**config.mk**
```make
export PLATFORM = sky130hd
export DESIGN_NAME = rcp_regs
export DESIGN_NICKNAME = d
export VERILOG_FILES = /design/src/rcp_regs.v /design/src/rcp_conv_ram.v
export VERILOG_INCLUDE_DIRS = /design/src
export SDC_FILE = /design/constraint.sdc
export NUM_CORES = 2
export LEC_CHECK = 0
export ABC_CLOCK_PERIOD_IN_PS = 11040
export BUFFER_PORTS_ARGS = -buffer_cell sky130_fd_sc_hd__buf_4
export CAP_MARGIN = 30
export CORE_ASPECT_RATIO = 1.1
export CORE_MARGIN = 2
export CORE_UTILIZATION = 50
export CTS_BUF_LIST = sky130_fd_sc_hd__clkbuf_8
export CTS_CLUSTER_SIZE = 20
export DETAILED_ROUTE_END_ITERATION = 7
export MAX_ROUTING_LAYER = met4
export PLACE_DENSITY = 0.66
export SYNTH_ARGS = -nofsm -noshare
export SYNTH_HDL_FRONTEND = slang
export SYNTH_SLANG_ARGS = --single-unit
```
**constraint.sdc**
```tcl
create_clock -name clk_sys_in -period 11.04 [get_ports clk_sys_in]
set_input_delay 1.104 -clock clk_sys_in [delete_from_list [all_inputs] [get_ports clk_sys_in]]
set_output_delay 1.104 -clock clk_sys_in [all_outputs]
set_load 0.05 [all_outputs]
```
**src/rcp_consts.vh**
```
`ifndef RCP_CONSTS_VH
`define RCP_CONSTS_VH
`define RCP_ADDR_W 6
`define RCP_OFS_CONV 6'h10
`define RCP_OFS_CODEC 6'h14
`define RCP_BE_FULL 4'hF
`define RCP_LOC_HI 31
`define RCP_LOC_LO 25
`define RCP_WSEL_BIT 24
`define RCP_BUSY_BIT 23
`define RCP_OFF_BIT 22
`define RCP_BLK_HI 21
`define RCP_BLK_LO 19
`define RCP_VAL_HI 15
`define RCP_VAL_LO 0
`define RCP_RDY_BIT 31
`define RCP_PEND_BIT 30
`define RCP_CRD_BIT 23
`define RCP_IDX_HI 22
`define RCP_IDX_LO 16
`define RCP_RESET_WORD 32'h00000000
`define RCP_LOC_W 7
`define RCP_VAL_W 16
`define RCP_RAM_DEPTH 128
`define RCP_ACC_BASE 7'h70
`define RCP_FRAME_LAST 8'hFF
`define RCP_SYNC_END 8'h10
`define RCP_S1_FIRST 8'h10
`define RCP_S1_LAST 8'h23
`define RCP_S2_FIRST 8'h24
`define RCP_S2_LAST 8'h37
`define RCP_TAG_FRAME 8'h00
`define RCP_TAG_S1 8'h01
`define RCP_TAG_S2 8'h02
`define RCP_SLOT_W 20
`define RCP_RESP_FRAMES 3'h4
`define RCP_RSP_IDX_HI 18
`define RCP_RSP_IDX_LO 12
`define RCP_RSP_DAT_HI 19
`define RCP_RSP_DAT_LO 4
`endif

```
**src/rcp_regs.v**
```verilog
`timescale 1ns/100ps
`default_nettype none
`include "rcp_consts.vh"
module rcp_regs (
   input wire clk_sys_in,                      // PCI clock
   input wire rstn_in,                         // Sync reset, low
   input wire [`RCP_ADDR_W-1:0] io_addr_in,    // I/O byte address
   input wire [3:0] io_be_in,                  // Byte enables
   input wire io_wr_in,                        // Write strobe
   input wire io_rd_in,                        // Read strobe
   input wire [31:0] io_wdata_in,              // Write data
   output reg [31:0] io_rdata_out,             // Read data, next cycle
   input wire [2:0] acc_req_in,                // Channel update requests
   input wire [`RCP_VAL_W-1:0] acc_inc_in,     // Accumulator step
   output reg [2:0] acc_done_out,              // Update done pulses
   output reg [`RCP_VAL_W-1:0] acc_value_out,  // Updated accumulator
   output wire converter_off_out,              // Converter disabled
   output wire [2:0] accum_block_out,          // P1,P2,REC blocks
   input wire ac_bitclk_in,                    // Link bit clock
   input wire ac_sdi_in,                       // Link serial in
   output reg ac_sync_out,                     // Link frame sync
   output reg ac_sdo_out                       // Link serial out
);
   localparam [2:0] R_IDLE = 3'h0;
   localparam [2:0] R_HRD = 3'h1;
   localparam [2:0] R_HCAP = 3'h2;
   localparam [2:0] R_ARD = 3'h3;
   localparam [2:0] R_AWR = 3'h4;
   localparam [1:0] C_IDLE = 2'h0;
   localparam [1:0] C_WAIT = 2'h1;
   localparam [1:0] C_SEND = 2'h2;
   localparam [1:0] C_RESP = 2'h3;

   function [1:0] ch_code;
      input [2:0] req;
      begin
         if (req[0]) begin
            ch_code = 2'h0;
         end else if (req[1]) begin
            ch_code = 2'h1;
         end else begin
            ch_code = 2'h2;
         end
      end
   endfunction

   // Serial bit for a frame position while a command is carried
   function tx_bit;
      input [7:0] pos;
      input rd;
      input [6:0] idx;
      input [15:0] dat;
      reg [19:0] s1;
      reg [19:0] s2;
      reg [7:0] o1;
      reg [7:0] o2;
      begin
         s1 = {rd, idx, 12'h000};
         s2 = {dat, 4'h0};
         o1 = pos - `RCP_S1_FIRST;
         o2 = pos - `RCP_S2_FIRST;
         if (pos == `RCP_TAG_FRAME || pos == `RCP_TAG_S1) begin
            tx_bit = 1'b1;
         end else if (pos == `RCP_TAG_S2) begin
            tx_bit = ~rd;
         end else if (pos >= `RCP_S1_FIRST && pos <= `RCP_S1_LAST) begin
            tx_bit = s1[5'd19 - o1[4:0]];
         end else if (pos >= `RCP_S2_FIRST && pos <= `RCP_S2_LAST) begin
            tx_bit = s2[5'd19 - o2[4:0]];
         end else begin
            tx_bit = 1'b0;
         end
      end
   endfunction

   wire wr_full = io_wr_in && (io_be_in == `RCP_BE_FULL);
   wire hit_conv = (io_addr_in == `RCP_OFS_CONV);
   wire hit_codec = (io_addr_in == `RCP_OFS_CODEC);

   // Converter register fields
   reg [6:0] loc_ff;
   reg wsel_ff;
   reg pend_ram_ff;
   reg off_ff;
   reg [2:0] blk_ff;
   reg [15:0] val_ff;
   reg [2:0] rst_ff;
   reg [1:0] ch_ff;
   reg [2:0] nxt_rst;
   reg [1:0] nxt_ch;
   wire [15:0] ram_rdata;
   reg ram_wr;
   reg [6:0] ram_loc;
   reg [15:0] ram_wdata;

   wire conv_wr = wr_full && hit_conv;
   wire [2:0] live_req = acc_req_in & ~blk_ff & {3{~off_ff}};

   assign converter_off_out = off_ff;
   assign accum_block_out = blk_ff;

   rcp_conv_ram u_ram (
      .clk_sys_in(clk_sys_in),
      .wr_in(ram_wr),
      .loc_in(ram_loc),
      .wdata_in(ram_wdata),
      .rdata_out(ram_rdata)
   );

   // RAM port arbitration; host access has priority over channels
   always @* begin
      nxt_rst = rst_ff;
      nxt_ch = ch_ff;
      ram_wr = 1'b0;
      ram_loc = loc_ff;
      ram_wdata = val_ff;
      case (rst_ff)
         R_IDLE: begin
            if (pend_ram_ff) begin
               ram_wr = wsel_ff;
               if (!wsel_ff) begin
                  nxt_rst = R_HRD;
               end
            end else if (live_req != 3'h0) begin
               nxt_ch = ch_code(live_req);
               ram_loc = `RCP_ACC_BASE + {5'h00, nxt_ch};
               nxt_rst = R_ARD;
            end
         end
         R_HRD: begin
            nxt_rst = R_IDLE;
         end
         R_ARD: begin
            ram_loc = `RCP_ACC_BASE + {5'h00, ch_ff};
            nxt_rst = R_AWR;
         end
         R_AWR: begin
            ram_loc = `RCP_ACC_BASE + {5'h00, ch_ff};
            ram_wdata = ram_rdata + acc_inc_in;
            ram_wr = 1'b1;
            nxt_rst = R_IDLE;
         end
         default: begin
            nxt_rst = R_IDLE;
         end
      endcase
   end

   always @(posedge clk_sys_in) begin
      if (!rstn_in) begin
         loc_ff <= 7'h00;
         wsel_ff <= 1'b0;
         pend_ram_ff <= 1'b0;
         off_ff <= 1'b0;
         blk_ff <= 3'h0;
         val_ff <= 16'h0000;
         rst_ff <= R_IDLE;
         ch_ff <= 2'h0;
         acc_done_out <= 3'h0;
         acc_value_out <= 16'h0000;
      end else begin
         rst_ff <= nxt_rst;
         ch_ff <= nxt_ch;
         acc_done_out <= 3'h0;
         if (rst_ff == R_AWR) begin
            acc_done_out[ch_ff] <= 1'b1;
            acc_value_out <= ram_wdata;
         end
         if (conv_wr) begin
            off_ff <= io_wdata_in[`RCP_OFF_BIT];
            blk_ff <= io_wdata_in[`RCP_BLK_HI:`RCP_BLK_LO];
         end
         // A second access while busy is dropped; software polls first
         if (conv_wr && !pend_ram_ff && rst_ff != R_HRD) begin
            loc_ff <= io_wdata_in[`RCP_LOC_HI:`RCP_LOC_LO];
            wsel_ff <= io_wdata_in[`RCP_WSEL_BIT];
            val_ff <= io_wdata_in[`RCP_VAL_HI:`RCP_VAL_LO];
            pend_ram_ff <= 1'b1;
         end else if (rst_ff == R_IDLE && pend_ram_ff && wsel_ff) begin
            pend_ram_ff <= 1'b0;
         end else if (rst_ff == R_HRD) begin
            val_ff <= ram_rdata;
            pend_ram_ff <= 1'b0;
         end
      end
   end

   // Link inputs from the codec domain, two flops each
   reg [1:0] bclk_sync_ff;
   reg [1:0] sdi_sync_ff;
   reg bclk_prev_ff;
   always @(posedge clk_sys_in) begin
      if (!rstn_in) begin
         bclk_sync_ff <= 2'h0;
         sdi_sync_ff <= 2'h0;
         bclk_prev_ff <= 1'b0;
      end else begin
         bclk_sync_ff <= {bclk_sync_ff[0], ac_bitclk_in};
         sdi_sync_ff <= {sdi_sync_ff[0], ac_sdi_in};
         bclk_prev_ff <= bclk_sync_ff[1];
      end
   end
   wire bclk_rise = bclk_sync_ff[1] && !bclk_prev_ff;
   wire bclk_fall = !bclk_sync_ff[1] && bclk_prev_ff;
   wire sdi_s = sdi_sync_ff[1];

   // Codec command and response state
   reg [1:0] cst_ff;
   reg [1:0] nxt_cst;
   reg [7:0] pos_ff;
   reg cmd_read_select_ff;
   reg [6:0] cmd_codec_reg_index_ff;
   reg [15:0] cmd_write_value_ff;
   reg codec_access_pending_ff;
   reg ready_ff;
   reg resp_read_select_ff;
   reg [6:0] resp_codec_reg_index_ff;
   reg [15:0] resp_read_value_ff;
   reg [2:0] frames_ff;
   reg tag1_ff;
   reg [19:0] s1_ff;
   reg [19:0] s2_ff;

   wire codec_wr = wr_full && hit_codec;
   wire frame_end = bclk_fall && (pos_ff == `RCP_FRAME_LAST);
   wire resp_ok = tag1_ff &&
      (s1_ff[`RCP_RSP_IDX_HI:`RCP_RSP_IDX_LO] == cmd_codec_reg_index_ff);

   always @* begin
      nxt_cst = cst_ff;
      case (cst_ff)
         C_IDLE: begin
            if (codec_wr && !codec_access_pending_ff) begin
               nxt_cst = C_WAIT;
            end
         end
         C_WAIT: begin
            if (frame_end) begin
               nxt_cst = C_SEND;
            end
         end
         C_SEND: begin
            if (frame_end) begin
               nxt_cst = cmd_read_select_ff ? C_RESP : C_IDLE;
            end
         end
         C_RESP: begin
            if (frame_end && (resp_ok || frames_ff == 3'h0)) begin
               nxt_cst = C_IDLE;
            end
         end
         default: begin
            nxt_cst = C_IDLE;
         end
      endcase
   end

   always @(posedge clk_sys_in) begin
      if (!rstn_in) begin
         cst_ff <= C_IDLE;
         pos_ff <= `RCP_FRAME_LAST;
         cmd_read_select_ff <= 1'b0;
         cmd_codec_reg_index_ff <= 7'h00;
         cmd_write_value_ff <= 16'h0000;
         codec_access_pending_ff <= 1'b0;
         ready_ff <= 1'b0;
         resp_read_select_ff <= 1'b0;
         resp_codec_reg_index_ff <= 7'h00;
         resp_read_value_ff <= 16'h0000;
         frames_ff <= 3'h0;
         tag1_ff <= 1'b0;
         s1_ff <= 20'h00000;
         s2_ff <= 20'h00000;
         ac_sync_out <= 1'b0;
         ac_sdo_out <= 1'b0;
      end else begin
         cst_ff <= nxt_cst;
         if (bclk_rise) begin
            pos_ff <= pos_ff + 8'h01;
            ac_sync_out <= ((pos_ff + 8'h01) < `RCP_SYNC_END);
            ac_sdo_out <= (cst_ff == C_SEND) &&
               tx_bit(pos_ff + 8'h01, cmd_read_select_ff,
                  cmd_codec_reg_index_ff, cmd_write_value_ff);
         end
         if (bclk_fall) begin
            if (pos_ff == `RCP_TAG_S1) begin
               tag1_ff <= sdi_s;
            end
            if (pos_ff >= `RCP_S1_FIRST && pos_ff <= `RCP_S1_LAST) begin
               s1_ff <= {s1_ff[18:0], sdi_s};
            end
            if (pos_ff >= `RCP_S2_FIRST && pos_ff <= `RCP_S2_LAST) begin
               s2_ff <= {s2_ff[18:0], sdi_s};
            end
         end
         if (cst_ff == C_IDLE && nxt_cst == C_WAIT) begin
            cmd_read_select_ff <= io_wdata_in[`RCP_CRD_BIT];
            cmd_codec_reg_index_ff <=
               io_wdata_in[`RCP_IDX_HI:`RCP_IDX_LO];
            cmd_write_value_ff <=
               io_wdata_in[`RCP_VAL_HI:`RCP_VAL_LO];
            codec_access_pending_ff <= 1'b1;
            ready_ff <= 1'b0;
            resp_read_select_ff <= io_wdata_in[`RCP_CRD_BIT];
            resp_codec_reg_index_ff <=
               io_wdata_in[`RCP_IDX_HI:`RCP_IDX_LO];
         end
         if (cst_ff == C_SEND && frame_end) begin
            frames_ff <= `RCP_RESP_FRAMES;
            if (!cmd_read_select_ff) begin
               codec_access_pending_ff <= 1'b0;
            end
         end
         if (cst_ff == C_RESP && frame_end) begin
            frames_ff <= frames_ff - 3'h1;
            if (resp_ok) begin
               resp_read_value_ff <=
                  s2_ff[`RCP_RSP_DAT_HI:`RCP_RSP_DAT_LO];
               ready_ff <= 1'b1;
               codec_access_pending_ff <= 1'b0;
            end else if (frames_ff == 3'h0) begin
               // Silent codec: give up, ready stays low
               codec_access_pending_ff <= 1'b0;
            end
         end
      end
   end

   // Read data, registered; longword reads only are meaningful
   always @(posedge clk_sys_in) begin
      if (!rstn_in) begin
         io_rdata_out <= `RCP_RESET_WORD;
      end else if (io_rd_in) begin
         io_rdata_out <= `RCP_RESET_WORD;
         if (hit_conv) begin
            io_rdata_out[`RCP_LOC_HI:`RCP_LOC_LO] <= loc_ff;
            io_rdata_out[`RCP_WSEL_BIT] <= wsel_ff;
            io_rdata_out[`RCP_BUSY_BIT] <= pend_ram_ff;
            io_rdata_out[`RCP_OFF_BIT] <= off_ff;
            io_rdata_out[`RCP_BLK_HI:`RCP_BLK_LO] <= blk_ff;
            io_rdata_out[`RCP_VAL_HI:`RCP_VAL_LO] <= val_ff;
         end else if (hit_codec) begin
            io_rdata_out[`RCP_RDY_BIT] <= ready_ff;
            io_rdata_out[`RCP_PEND_BIT] <=
               codec_access_pending_ff;
            io_rdata_out[`RCP_CRD_BIT] <= resp_read_select_ff;
            io_rdata_out[`RCP_IDX_HI:`RCP_IDX_LO] <=
               resp_codec_reg_index_ff;
            io_rdata_out[`RCP_VAL_HI:`RCP_VAL_LO] <=
               resp_read_value_ff;
         end
      end
   end
endmodule
`default_nettype wire

```
**src/rcp_conv_ram.v**
```verilog
`timescale 1ns/100ps
`default_nettype none
`include "rcp_consts.vh"
module rcp_conv_ram (
   input wire clk_sys_in,                      // System clock
   input wire wr_in,                           // Write strobe
   input wire [`RCP_LOC_W-1:0] loc_in,         // Location index
   input wire [`RCP_VAL_W-1:0] wdata_in,       // Write value
   output reg [`RCP_VAL_W-1:0] rdata_out       // Registered read value
);
   reg [`RCP_VAL_W-1:0] mem_ff [0:`RCP_RAM_DEPTH-1];

   // No reset on storage; contents are software-initialised
   always @(posedge clk_sys_in) begin
      if (wr_in) begin
         mem_ff[loc_in] <= wdata_in;
      end
      rdata_out <= mem_ff[loc_in];
   end
endmodule
`default_nettype wire

```
==> results.yml <==
status:
  run_status: "complete, no violations"
logic_synthesis:
  seq_area_frac_synth: 0.768
  syn-cell-area_mm2: 0.0853
  yosysUniqueCellTypes: 96
  synthesis.instances: 5298
  ys_ff_latch: 2251
  synth.avg_cell_area_um2: 16.1
  synth_edf_count: 2048
  async_reset_ff_frac: 0
  yosysWarningCount: 0
  ys.flop_type: "edfxtp_1"
  synth_nets: 5390
drt:
  wire_per_inst_um: 33.2
  drc: 0
  finalWirelength_um: 272000
  firstDrtPassIters: 8
  via_per_inst: 6.62
  drtIter0Drc: 9398
  postRouteAntennaNets: 0
  vias: 54300
place:
  place_inst: 7584
  io_buffers: 123
  dp_hpwl_um: 154000
  gp_congestion: 0.877
clock_network:
  clock_sinks: 2251
  tritoncts: "done"
  root_buffer: "clkbuf_8"
  ctsResizeCount: 0
  clk_latency_ns: 1.09
  hold_buffers: 0
  cts_buffer_depth: 4
  path_clk_slew_ns: 0.07
  htreeDepth: 5
  cts_made_buffers: 350
  cts_setup_buffers: 0
power:
  switching_share: 0.245
  power_mw: 17.7
  p_clk_frac: 0.382
  p_per_area_mw_per_mm2: 183
  switchingPower_mw: 4.34
  p_comb_frac: 0.080
  power_leakage_nw: 32.3
  p_int_mw: 13.4
  pwr-share-seq: 0.538
  peakVddDrop_mv: 0.145
worst_setup_path:
  cp_max_fo: 125
  cp.required_ns: 11.96
  end_kind: "flip-flop"
  worstPathArrival_ns: 6.27
  r2r-end: "u_ram.rdata_out[10]$_DFF_P_"
  ff2ff_path_depth: 11
  ff2ff_setup_slack_ns: 5.70
  start_kind: "flip-flop"
  worstSetupPathType: "flip-flop to flip-flop"
  reg2reg_from: "rst_ff[2]$_SDFFE_PN0P_"
global_route:
  grt-ovfl-total: 0
  grt_pass1_wl_um: 381000
  grt_max_degree: 126
  groute.usage.overall: 0.316
  grt_antenna_before_repair: 8
  grt_pass1_vias: 51600
cells_and_area:
  fin_nets: 5781
  final_cell_mix: "2048 x edfxtp_1, 410 x nand2_1, 387 x clkbuf_8, 364 x buf_4, 297 x a22oi_1"
  layout.cells.non_filler: 8203
  syn2layout_area_growth_pct: 13.5
  post-route-util: 0.570
  drive_gt1_frac: 0.181
  mostFrequentLayoutCell: "edfxtp_1"
timing:
  fin_setup_tns_ns: 0
  slew_headroom: 0.167
  finalCriticalPeriod_ns: 5.34
  hold_viol_final: 0
  hold_ws_ns: 0.242
  finClkSkew_ns: 0.0714
  fin_crit_sh: 0.484
  rsz0062_at_grt: "no"
  tightest_slew_ns: 1.25
  slew_viol_final: 0
  fmax_mhz: 187
  finalSetupViolations: 0
floorplanning:
  die_y_um: 437
  die_area_mm2: 0.174
  die_w_um: 398
  std_cell_rows: 159
  ios: 124
  core-area_mm2: 0.170
  floorplan.initialDensity: 0.502
worst_hold_path:
  hold_path_class: "input port to flip-flop"
  hold_end: "sdi_sync_ff[0]$_SDFF_PN0_"
  hold_start: "ac_sdi_in"
  holdPathStages: 2
job:
  drv_cap: 0
cell families after synthesis:
group,Yosys count,synth area share
flops,2251,0.768
xor+xnor,27,0.00277
buf+inv,381,0.0195
mux,255,0.0326
fa+ha+maj,25,0.00375
simple gates,962,0.0511
compound gates,1397,0.122
metal layers:
metal	routed length, um	track usage	part of all wire
met5	0	-	0
met4	15700	0.166	0.058
met3	34200	0.0715	0.13
met2	125000	0.471	0.46
met1	97700	0.405	0.36
state kept, by name, summed over array words and instances, names as in the netlist, 3 cells and up:
signal / flops
loc_ff: 7
cmd_write_value_ff: 16
acc_value_out: 16
resp_codec_reg_index_ff: 7
s1_ff: 19
io_rdata_out: 32
val_ff: 16
accum_block_out: 3
rst_ff: 3
s2_ff: 20
u_ram.rdata_out: 16
resp_read_value_ff: 16
frames_ff: 3
acc_done_out: 3
pos_ff: 8
u_ram.mem_ff: 2048
worst max-delay path by stage:
stage	start	to	slack (ns)	cells past startpoint
2_1_floorplan	acc_inc_in[0]	u_ram.mem_ff[0][14]$_DFFE_PP_	1.74	12
3_3_place_gp	acc_req_in[0]	u_ram.rdata_out[1]$_DFF_P_	4.86	13
3_5_place_dp	acc_req_in[0]	u_ram.rdata_out[7]$_DFF_P_	5.29	13
4_1_cts	rst_ff[2]$_SDFFE_PN0P_	u_ram.rdata_out[7]$_DFF_P_	5.95	11
5_1_grt	rst_ff[2]$_SDFFE_PN0P_	u_ram.rdata_out[9]$_DFF_P_	5.83	11
6_report	rst_ff[2]$_SDFFE_PN0P_	u_ram.rdata_out[10]$_DFF_P_	5.70	11
through the flow:
step | area, um^2 | setup WS, ns
after floorplan | 85300 | 1.74
after global placement | 90000 | 4.86
after detailed placement | 90100 | 5.29
after CTS | 96700 | 5.95
after global routing | 96900 | 5.83
final | 96900 | 5.70
synthesized netlist by cell type (all sizes together) (11+ instances only):
cell / number / area share
o41ai: 37 / 0.0038
nand3: 116 / 0.0069
clkbuf: 162 / 0.0071
mux2: 127 / 0.017
nand4: 22 / 0.0016
nand2: 424 / 0.019
nor3: 20 / 0.0013
o31ai: 13 / 0.0011
inv: 26 / 0.0011
dfxtp: 203 / 0.048
o2111ai: 32 / 0.0033
ha: 24 / 0.0035
nor2b: 12 / 0.00088
a31o: 11 / 0.0011
a211oi: 16 / 0.0019
o21ai: 93 / 0.0057
xnor2: 22 / 0.0023
o2bb2ai: 24 / 0.0025
nor2: 240 / 0.011
a22o: 126 / 0.013
nand2b: 32 / 0.0023
a22oi: 297 / 0.026
a21oi: 262 / 0.015
buf: 193 / 0.011
and4: 13 / 0.0013
edfxtp: 2048 / 0.72
and2: 13 / 0.00095
and3: 24 / 0.0018
mux2i: 122 / 0.014
a32oi: 19 / 0.0019
a221oi: 136 / 0.014
a221o: 17 / 0.0020
a31oi: 136 / 0.010
a222oi: 96 / 0.011
worst max-delay path, cell delays in order (launching register included):
cell,delay (ns)
dfxtp_1,0.60
and3b_2,0.30
o311a_4,0.34
o21ai_4,0.07
buf_12,0.52
buf_4,0.49
nor2_4,0.22
buf_12,0.27
a222oi_1,0.63
a31oi_1,0.15
o41ai_2,0.86
o2111ai_1,0.20
layout make-up:
type                       count  area, um^2
timing repair buffer         394        3230
clock inverter               217        1300
inverter                      26         100
tap                         2254        2820
sequential                  2251       65600
clock buffer                 387        5330
fill                       13000       73200
multi-input combinational   2666       18500
antenna                        8        20.0
power groups by stage:
stage | clock [mW] | sequential [mW] | combinational, mW
6_report | 6.77 | 9.55 | 1.42
4_1_cts | 6.81 | 9.55 | 1.37
5_1_grt | 7.16 | 9.54 | 1.45
3_3_place_gp | 0 | 9.73 | 1.34
2_1_floorplan | 0 | 9.73 | 0.705
3_5_place_dp | 0 | 9.73 | 1.36
Power figures use the tool's default switching activity.
